`config.mk`:
```
export PLATFORM = sky130hd
export DESIGN_NAME = siopm_top
export DESIGN_NICKNAME = d
export VERILOG_FILES = /design/src/include/siopm_pkg.sv /design/src/logic/siopm_pin_cell.sv /design/src/logic/siopm_top.sv
export VERILOG_INCLUDE_DIRS = /design/src /design/src/include
export SDC_FILE = /design/constraint.sdc
export NUM_CORES = 1
export LEC_CHECK = 0
export BUFFER_PORTS_ARGS = -buffer_cell sky130_fd_sc_hd__buf_2
export CORE_ASPECT_RATIO = 1.4
export CORE_MARGIN = 1.5
export CORE_UTILIZATION = 45
export CTS_CLUSTER_DIAMETER = 60
export DETAILED_ROUTE_END_ITERATION = 10
export GPL_ROUTABILITY_DRIVEN = 0
export PLACE_DENSITY = 0.66
export SYNTH_ARGS = -nofsm -noshare
export SYNTH_HDL_FRONTEND = slang
export SYNTH_HIERARCHICAL = 1
export SYNTH_SLANG_ARGS = --single-unit
```
`constraint.sdc`:
```
create_clock -name aclk -period 2.6 [get_ports aclk]
set_input_delay 0.39 -clock aclk [delete_from_list [all_inputs] [get_ports aclk]]
set_output_delay 0.39 -clock aclk [all_outputs]
set_load 0.03 [all_outputs]
```
`src/include/siopm_defines.svh`:
```
`ifndef SIOPM_DEFINES_SVH
`define SIOPM_DEFINES_SVH
`define SIOPM_NUM_PORTS 3
`define SIOPM_PORT_W 16
`define SIOPM_PORT_STRIDE 8'h20
`define SIOPM_OFF_OUTPUT_VALUE 8'h00
`define SIOPM_OFF_PIN_READBACK 8'h04
`define SIOPM_OFF_DIRECTION 8'h08
`define SIOPM_OFF_PIN_MODE 8'h0c
`define SIOPM_OFF_SELECT_LOW 8'h10
`define SIOPM_OFF_SELECT_HIGH 8'h14
`define SIOPM_RESET_VALUE 16'h0000
`define SIOPM_ADDR_W 8
`endif

```
`src/include/siopm_pkg.sv`:
```
package siopm_pkg;
  typedef enum logic [1:0] {
    SIOPM_SEL_FIXED = 2'b00,
    SIOPM_SEL_ALT = 2'b01,
    SIOPM_SEL_QUEUE0 = 2'b10,
    SIOPM_SEL_QUEUE1 = 2'b11
  } siopm_sel_e;
  typedef struct packed {
    logic [15:0] output_value;
    logic [15:0] direction;
    logic [15:0] pin_mode;
    logic [15:0] select_low;
    logic [15:0] select_high;
  } siopm_port_cfg_s;
  typedef struct packed {
    logic [15:0] first_queue_word;
    logic [15:0] second_queue_word;
    logic first_queue_empty_flag;
    logic second_queue_empty_flag;
    logic [15:0] modulator_phases;
    logic [5:0] counter_outputs;
    logic [3:0] rate_generator_outputs;
    logic strobe_one_true;
    logic strobe_two_true;
    logic strobe_one_inverted;
    logic strobe_two_inverted;
  } siopm_periph_s;
  typedef enum logic [1:0] {
    SIOPM_W_IDLE = 2'b00,
    SIOPM_W_RESP = 2'b01
  } siopm_wstate_e;
endpackage

```
`src/logic/siopm_pin_cell.sv`:
```
module siopm_pin_cell
  import siopm_pkg::*;
(
  input wire logic aclk,
  input wire logic aresetn,
  input wire logic pad_in,
  input wire logic out_value,
  input wire logic dir_out,
  input wire logic mode_periph,
  input wire logic [1:0] sel,
  input wire logic [3:0] src,
  output logic pad_out,
  output logic pad_oe,
  output logic sync_level
);
  logic sync_first;
  logic next_sync_first;
  logic next_sync_level;
  logic periph_bit;

  always_comb begin
    next_sync_first = pad_in;
    next_sync_level = sync_first;
    periph_bit = src[sel];
  end

  // Two-stage synchronizer ahead of readback
  always_ff @(posedge aclk) begin
    if (!aresetn) begin
      sync_first <= 1'b0;
      sync_level <= 1'b0;
    end else begin
      sync_first <= next_sync_first;
      sync_level <= next_sync_level;
    end
  end

  // Peripheral mode always drives
  assign pad_oe = mode_periph | dir_out;
  assign pad_out = mode_periph ? periph_bit : out_value;
endmodule // siopm_pin_cell

```
`src/logic/siopm_top.sv`:
```
`include "siopm_defines.svh"
// Operation
// - Each pin is general input, general output or peripheral output.
// - Three 16-pin ports, each with its own register set of identical layout; peripheral sources differ by port.
// - General output drives the output value bit onto the pin.
// - Readback register returns level of all 16 pins, two clocks late through the two-stage synchronizer.
// - In mode 0, direction 0 leaves pin undriven input, 1 makes it output; mode 1 always drives.
// - Mode 0 uses general controls, mode 1 selects peripheral source.
// - Low select register holds 2-bit selectors for pins 0 to 7.
// - High select register holds 2-bit selectors for pins 8 to 15.
// - Codes 10 and 11 drive matching bit of first or second queue word.
// - Port 1 code 00 puts queue empty flags on pins 6 and 7.
// - Port 2 code 00 routes both modulators' phase pairs to pins 0-15.
// - Port 2 code 01 routes counters to pins 2-7, rate generators to 8-11.
// - Port 2 code 01 routes strobes to pins 12 to 15.
// - All selector, output, direction and mode fields reset to zero.
module siopm_top
  import siopm_pkg::*;
#(
  parameter int NUM_PORTS = `SIOPM_NUM_PORTS,
  parameter int PORT_W = `SIOPM_PORT_W
) (
  input wire logic aclk,
  input wire logic aresetn,
  input wire logic [7:0] s_axi_awaddr,
  input wire logic [2:0] s_axi_awprot,
  input wire logic s_axi_awvalid,
  output logic s_axi_awready,
  input wire logic [31:0] s_axi_wdata,
  input wire logic [3:0] s_axi_wstrb,
  input wire logic s_axi_wvalid,
  output logic s_axi_wready,
  output logic [1:0] s_axi_bresp,
  output logic s_axi_bvalid,
  input wire logic s_axi_bready,
  input wire logic [7:0] s_axi_araddr,
  input wire logic [2:0] s_axi_arprot,
  input wire logic s_axi_arvalid,
  output logic s_axi_arready,
  output logic [31:0] s_axi_rdata,
  output logic [1:0] s_axi_rresp,
  output logic s_axi_rvalid,
  input wire logic s_axi_rready,
  input wire siopm_periph_s periph,
  input wire logic [47:0] pin_bits_in,
  output logic [47:0] pin_bits_out,
  output logic [47:0] pin_bits_oe
);
  // Logic below is written for three 16-bit ports only
  if (NUM_PORTS != 3 || PORT_W != 16) begin : g_bad_params
    $error("siopm_top supports only three 16-bit ports");
  end

  siopm_port_cfg_s cfg [3];
  siopm_port_cfg_s next_cfg [3];
  logic [47:0] sync_levels;

  // Write channel state
  logic aw_held;
  logic next_aw_held;
  logic [7:0] aw_addr;
  logic [7:0] next_aw_addr;
  logic w_held;
  logic next_w_held;
  logic [31:0] w_data;
  logic [31:0] next_w_data;
  logic [3:0] w_strb;
  logic [3:0] next_w_strb;
  logic bvalid;
  logic next_bvalid;
  logic [1:0] bresp;
  logic [1:0] next_bresp;
  // Read channel state
  logic rvalid;
  logic next_rvalid;
  logic [31:0] rdata;
  logic [31:0] next_rdata;
  logic [1:0] rresp;
  logic [1:0] next_rresp;

  logic do_write;
  logic [1:0] wport;
  logic [7:0] woff;
  logic wport_ok;
  logic [1:0] rport;
  logic [7:0] roff;
  logic rport_ok;
  logic [15:0] wmask;
  logic [15:0] rword;
  logic rhit;

  // Port number from address bits 6:5
  function automatic logic [1:0] port_of(input logic [7:0] a);
    port_of = a[6:5];
  endfunction

  // Byte-lane merge of a write into a field
  function automatic logic [15:0] merge(input logic [15:0] old, input logic [15:0] nv,
                                        input logic [15:0] m);
    merge = (old & ~m) | (nv & m);
  endfunction

  // No new write address or data while a response waits
  assign s_axi_awready = !aw_held && !bvalid;
  assign s_axi_wready = !w_held && !bvalid;
  assign s_axi_arready = !rvalid;
  assign s_axi_bvalid = bvalid;
  assign s_axi_bresp = bresp;
  assign s_axi_rvalid = rvalid;
  assign s_axi_rdata = rdata;
  assign s_axi_rresp = rresp;

  // Write path: address and data may arrive in either order
  always_comb begin
    next_aw_held = aw_held;
    next_aw_addr = aw_addr;
    next_w_held = w_held;
    next_w_data = w_data;
    next_w_strb = w_strb;
    next_bvalid = bvalid;
    next_bresp = bresp;
    if (s_axi_awvalid && s_axi_awready) begin
      next_aw_held = 1'b1;
      next_aw_addr = s_axi_awaddr;
    end
    if (s_axi_wvalid && s_axi_wready) begin
      next_w_held = 1'b1;
      next_w_data = s_axi_wdata;
      next_w_strb = s_axi_wstrb;
    end
    do_write = aw_held && w_held && !bvalid;
    wport = port_of(aw_addr);
    woff = aw_addr & 8'h1f;
    // Unmapped, misaligned or out-of-range writes get SLVERR
    wport_ok = (wport < 2'd3) && !aw_addr[7] && (aw_addr[1:0] == 2'b00)
               && (woff <= `SIOPM_OFF_SELECT_HIGH);
    // Only the two low strobes matter; upper lanes hold nothing
    wmask = {{8{w_strb[1]}}, {8{w_strb[0]}}};
    if (do_write) begin
      next_aw_held = 1'b0;
      next_w_held = 1'b0;
      next_bvalid = 1'b1;
      next_bresp = wport_ok ? 2'b00 : 2'b10;
    end else if (bvalid && s_axi_bready) begin
      next_bvalid = 1'b0;
    end
  end

  // Per-port register file
  always_comb begin
    for (int p = 0; p < 3; p++) begin
      next_cfg[p] = cfg[p];
      if (do_write && wport_ok && wport == p[1:0]) begin
        case (woff)
          `SIOPM_OFF_OUTPUT_VALUE: begin
            next_cfg[p].output_value = merge(cfg[p].output_value, w_data[15:0], wmask);
          end
          `SIOPM_OFF_DIRECTION: begin
            next_cfg[p].direction = merge(cfg[p].direction, w_data[15:0], wmask);
          end
          `SIOPM_OFF_PIN_MODE: begin
            next_cfg[p].pin_mode = merge(cfg[p].pin_mode, w_data[15:0], wmask);
          end
          `SIOPM_OFF_SELECT_LOW: begin
            next_cfg[p].select_low = merge(cfg[p].select_low, w_data[15:0], wmask);
          end
          `SIOPM_OFF_SELECT_HIGH: begin
            next_cfg[p].select_high = merge(cfg[p].select_high, w_data[15:0], wmask);
          end
          default: begin
          end
        endcase
      end
    end
  end

  // Read path
  always_comb begin
    next_rvalid = rvalid;
    next_rdata = rdata;
    next_rresp = rresp;
    rport = port_of(s_axi_araddr);
    roff = s_axi_araddr & 8'h1f;
    // Unmapped reads return zero with SLVERR
    rport_ok = (rport < 2'd3) && !s_axi_araddr[7] && (s_axi_araddr[1:0] == 2'b00);
    rhit = 1'b1;
    rword = 16'h0000;
    if (rport_ok) begin
      case (roff)
        `SIOPM_OFF_OUTPUT_VALUE: rword = cfg[rport].output_value;
        `SIOPM_OFF_PIN_READBACK: rword = sync_levels[rport*16 +: 16];
        `SIOPM_OFF_DIRECTION: rword = cfg[rport].direction;
        `SIOPM_OFF_PIN_MODE: rword = cfg[rport].pin_mode;
        `SIOPM_OFF_SELECT_LOW: rword = cfg[rport].select_low;
        `SIOPM_OFF_SELECT_HIGH: rword = cfg[rport].select_high;
        default: rhit = 1'b0;
      endcase
    end else begin
      rhit = 1'b0;
    end
    // Capture read data when the address is taken
    if (s_axi_arvalid && s_axi_arready) begin
      next_rvalid = 1'b1;
      next_rdata = {16'h0000, rword};
      next_rresp = rhit ? 2'b00 : 2'b10;
    end else if (rvalid && s_axi_rready) begin
      next_rvalid = 1'b0;
    end
  end

  // Bus channel and config registers
  always_ff @(posedge aclk) begin
    if (!aresetn) begin
      aw_held <= 1'b0;
      aw_addr <= 8'h00;
      w_held <= 1'b0;
      w_data <= 32'h0000_0000;
      w_strb <= 4'h0;
      bvalid <= 1'b0;
      bresp <= 2'b00;
      rvalid <= 1'b0;
      rdata <= 32'h0000_0000;
      rresp <= 2'b00;
      for (int p = 0; p < 3; p++) begin
        cfg[p] <= '{`SIOPM_RESET_VALUE, `SIOPM_RESET_VALUE, `SIOPM_RESET_VALUE,
                    `SIOPM_RESET_VALUE, `SIOPM_RESET_VALUE};
      end
    end else begin
      aw_held <= next_aw_held;
      aw_addr <= next_aw_addr;
      w_held <= next_w_held;
      w_data <= next_w_data;
      w_strb <= next_w_strb;
      bvalid <= next_bvalid;
      bresp <= next_bresp;
      rvalid <= next_rvalid;
      rdata <= next_rdata;
      rresp <= next_rresp;
      for (int p = 0; p < 3; p++) begin
        cfg[p] <= next_cfg[p];
      end
    end
  end

  // Per-pin source table, index = selector code
  genvar gp, gb;
  generate
    for (gp = 0; gp < 3; gp++) begin : g_port
      for (gb = 0; gb < 16; gb++) begin : g_bit
        logic [1:0] sel;
        logic [3:0] src;
        logic code00;
        logic code01;
        // Selector fields
        assign sel = (gb < 8) ? cfg[gp].select_low[2*(gb%8) +: 2]
                              : cfg[gp].select_high[2*(gb%8) +: 2];
        if (gp == 1 && gb == 6) begin : g_e0
          assign code00 = periph.first_queue_empty_flag;
        end else if (gp == 1 && gb == 7) begin : g_e1
          assign code00 = periph.second_queue_empty_flag;
        end else if (gp == 2) begin : g_mod
          assign code00 = periph.modulator_phases[gb];
        end else begin : g_z0
          assign code00 = 1'b0;
        end
        if (gp == 2 && gb >= 2 && gb <= 7) begin : g_cnt
          assign code01 = periph.counter_outputs[gb-2];
        end else if (gp == 2 && gb >= 8 && gb <= 11) begin : g_rate
          assign code01 = periph.rate_generator_outputs[gb-8];
        end else if (gp == 2 && gb == 12) begin : g_s1
          assign code01 = periph.strobe_one_true;
        end else if (gp == 2 && gb == 13) begin : g_s2
          assign code01 = periph.strobe_two_true;
        end else if (gp == 2 && gb == 14) begin : g_s1n
          assign code01 = periph.strobe_one_inverted;
        end else if (gp == 2 && gb == 15) begin : g_s2n
          assign code01 = periph.strobe_two_inverted;
        end else begin : g_z1
          assign code01 = 1'b0;
        end
        // Queue words on every pin
        assign src = {periph.second_queue_word[gb], periph.first_queue_word[gb],
                      code01, code00};
        siopm_pin_cell u_cell (
          .aclk(aclk),
          .aresetn(aresetn),
          .pad_in(pin_bits_in[gp*16+gb]),
          .out_value(cfg[gp].output_value[gb]),
          .dir_out(cfg[gp].direction[gb]),
          .mode_periph(cfg[gp].pin_mode[gb]),
          .sel(sel),
          .src(src),
          .pad_out(pin_bits_out[gp*16+gb]),
          .pad_oe(pin_bits_oe[gp*16+gb]),
          .sync_level(sync_levels[gp*16+gb])
        );
      end
    end
  endgenerate
endmodule // siopm_top

```
==> results.py <==
metrics = {
    "power": {
        "p_comb_share_pct": 7.3,
        "p_int_mw": 10.1,
        "power.total_mw": 13.1,
        "clkPwrFrac_pct": 46.7,
        "p_sw_mw": 3.02,
        "p_seq_share_pct": 46.0,
        "peakVddDrop_v": 0.000483,
        "swShare_pct": 23.1,
        "p_leak_nw": 8.73,
        "power_density_mw_per_mm2": 594,
    },
    "die": {
        "core_area_mm2": 0.0402,
        "rows": 87,
        "dieArea_mm2": 0.0419,
        "start_util_pct": 45.6,
        "fp.dieW_um": 174,
        "io_pins": 314,
        "die_y_um": 242,
    },
    "placed_design": {
        "hpwl_um": 45200,
        "portBuffers": 271,
        "pre_cts_ws_ns": 0.0240,
    },
    "finish": {
        "nNetsFinal": 2585,
        "register_area_mm2": 0.00769,
        "antenna_cells": 0,
        "fillCellCount": 3714,
        "drive_gt1_share_pct": 24.9,
        "areaGrowthSynthToFinish_pct": 20.3,
        "multi_input_area_mm2": 0.0101,
    },
    "yosys": {
        "ys.flop_type": "dfxtp_1",
        "ys_seq_elements": 384,
        "synth_cell_types": 49,
        "syn_avg_cell_area_um2": 8.78,
        "synth-async-reset-ratio_pct": 0,
        "yosysSeqAreaShare_pct": 42.0,
        "netlist_area_mm2": 0.0183,
        "synthesis.instances": 2087,
        "synth_warnings": 6,
        "synth-edff-count": 0,
    },
    "route": {
        "finalWirelength_um": 60100,
        "drtIter0Drc": 1257,
        "ant_nets": 0,
        "avgViaCountPerCell": 5.52,
        "vias": 16397,
        "drcViolationCount": 0,
        "drt_first_pass_iters": 6,
        "wl_per_cell_um": 20.2,
    },
    "sta": {
        "tns_ns": 0,
        "clock_skew_ns": 0.0153,
        "slew_viol_final": 0,
        "tightestPinTransition_ns": 0.875,
        "period_needed_ns": 2.55,
        "max_freq_ghz": 0.392,
        "finalSetupViolCount": 0,
        "setup_ws_ns": 0.0460,
        "hold_slack_ns": 0.0530,
        "relSlewSlack_pct": 41.7,
        "hold_violations": 0,
        "finalCritPeriodShare_pct": 98.2,
        "rsz0062_at_grt": "false",
    },
    "global_routing": {
        "antenna_found_initial": 0,
        "grt_pass1_wl_um": 89700,
        "track_usage_pct": 27.7,
        "grt_max_degree": 111,
        "globalRouteOverflowTotal": 0,
        "grt_pass1_vias": 15408,
    },
    "setup_path": {
        "max_stage_delay_ns": 0.55,
        "path_delay_family": "flip-flops",
        "cp.required_ns": 2.21,
        "critPathKind": "reg -> out",
        "start_kind": "register",
        "crit_chain": "mux2i_1 -> o311ai_1 -> buf_2",
        "cp.arrival_ns": 2.16,
        "cp-end-kind": "primary output",
        "path_buf_inv": 1,
        "r2r_slack_ns": 0.38,
        "crit_path_top_delay_cell": "dfxtp_1",
        "worstPathMaxFanout": 4,
    },
    "clock_network": {
        "cts_hold_buf": 0,
        "insertion_delay_ns": 0.54,
        "cts_sinks": 384,
        "cts_tree": "built",
        "numCtsBuffers": 40,
        "post-cts-setup-buffers": 0,
        "cts.clk_slew.worst_paths_ns": 0.06,
        "cts.path.max_buffers": 3,
        "htreeDepth": 2,
        "cts-root-buf": "clkbuf_16",
    },
    "hold_path": {
        "hold_path.class": "in -> reg",
    },
    "run": {
        "cap_violations": 0,
    },
    "status": {
        "outcome": "finished clean",
    },
}
==> synth_stat cells (2+ instances only) <==
cell | instances | area, um2
a211oi_1 | 5 | 37.5
a21boi_0 | 90 | 676
a21boi_1 | 2 | 15.0
a21oi_1 | 43 | 215
a22oi_1 | 3 | 22.5
a2bb2oi_1 | 17 | 149
a31oi_1 | 7 | 43.8
a32oi_1 | 5 | 43.8
a41oi_1 | 8 | 70.1
and2_1 | 104 | 651
and3_1 | 3 | 18.8
and3b_1 | 3 | 26.3
and4b_1 | 2 | 20.0
buf_1 | 23 | 86.3
buf_2 | 17 | 85.1
buf_4 | 18 | 135
buf_6 | 2 | 22.5
clkbuf_1 | 89 | 334
dfxtp_1 | 384 | 7690
inv_1 | 51 | 191
mux2_2 | 34 | 383
mux2_4 | 48 | 721
mux2i_1 | 154 | 1540
nand2_1 | 259 | 972
nand2b_1 | 2 | 12.5
nand3_1 | 181 | 906
nand3_2 | 50 | 500
nor2_1 | 52 | 195
nor2b_1 | 26 | 163
nor3_1 | 3 | 15.0
nor3_2 | 2 | 20.0
nor3b_1 | 2 | 15.0
nor4_1 | 3 | 18.8
o211a_1 | 2 | 20.0
o21a_1 | 9 | 67.6
o21ai_0 | 262 | 1310
o21ai_2 | 8 | 70.1
o22ai_1 | 4 | 25.0
o311ai_1 | 48 | 420
or2_2 | 52 | 325
or3_1 | 2 | 12.5
==> worst paths after layout <==
check / startpoint / to / cells past startpoint
worst min register to register: g_port[2].g_bit[14].u_cell/next_sync_level / g_port[2].g_bit[14].u_cell/sync_level / 1
worst max register to register: aw_addr[0] / register / 5
worst min-delay path: pin_bits_in[18] / g_port[1].g_bit[2].u_cell/next_sync_level / 2
worst max-delay path: register / pin_bits_out[41] / 3
==> layout make-up <==
type                       instances  area share [%]
clock buffer                      57            5.29
clock inverter                    14            1.04
inverter                          51           0.869
multi-input combinational       1584            45.8
sequential                       384            34.9
tap                              534            3.03
timing repair buffer             347            9.10
==> cell usage in the layout (no fill, tap or decap), types with 26 or more instances in the layout <==
cell	instances
mux2_4	48
conb_1	82
nand2_1	259
inv_1	51
mux2i_1	154
mux2_2	34
nor2b_1	26
nor2_1	52
buf_4	73
a21oi_1	43
o311ai_1	47
nand3_1	181
or2_2	52
dfxtp_1	384
buf_2	268
and2_1	104
nand3_2	50
clkbuf_16	41
o21ai_0	262
a21boi_0	90
==> cell families (layout without fill, tap and decap cells) <==
logic type             Yosys count  count (layout)  share of synthesized area (%)
AND/OR/NAND/NOR                752             752                           21.5
AO/OA/AOI/OAI                  514             514                           17.4
flip-flops                     384             384                           42.0
multiplexers                   236             236                           14.4
buffers and inverters          200             469                           4.66
other                            1              82                         0.0205
==> repair_timing <==
item	CTS	global route
gates resized for setup	0	1
endpoints found under the hold margin	0	0
setup endpoints to repair	0	1
==> stage by stage <==
stage | cell area [um2] | util (%) | std cells
2_1_floorplan | 18600 | - | 2168
3_3_place_gp | 20600 | 51.4 | 2900
3_5_place_dp | 20600 | 51.4 | 2900
4_1_cts | 22000 | 54.8 | 2971
5_1_grt | 22000 | 54.9 | 2971
6_report | 22000 | 54.9 | 2971
==> per-layer routing <==
layer	GRT usage [%]	routed length [um]	vias to the layer above
li1	-	-	7875
met1	34.8	24500	7706
met2	45.9	28100	676
met3	4.72	4440	140
met4	13.9	3130	0
met5	0	0	-
==> power by group through the flow <==
stage	clock [mW]	combinational, mW	sequential [mW]
2_1_floorplan	0	0.558	6.16
3_3_place_gp	0	0.921	6.16
3_5_place_dp	0	0.934	6.16
4_1_cts	6.16	0.938	6.03
5_1_grt	6.40	1.02	6.04
6_report	6.11	0.951	6.03
Power figures use the tool's default switching activity.
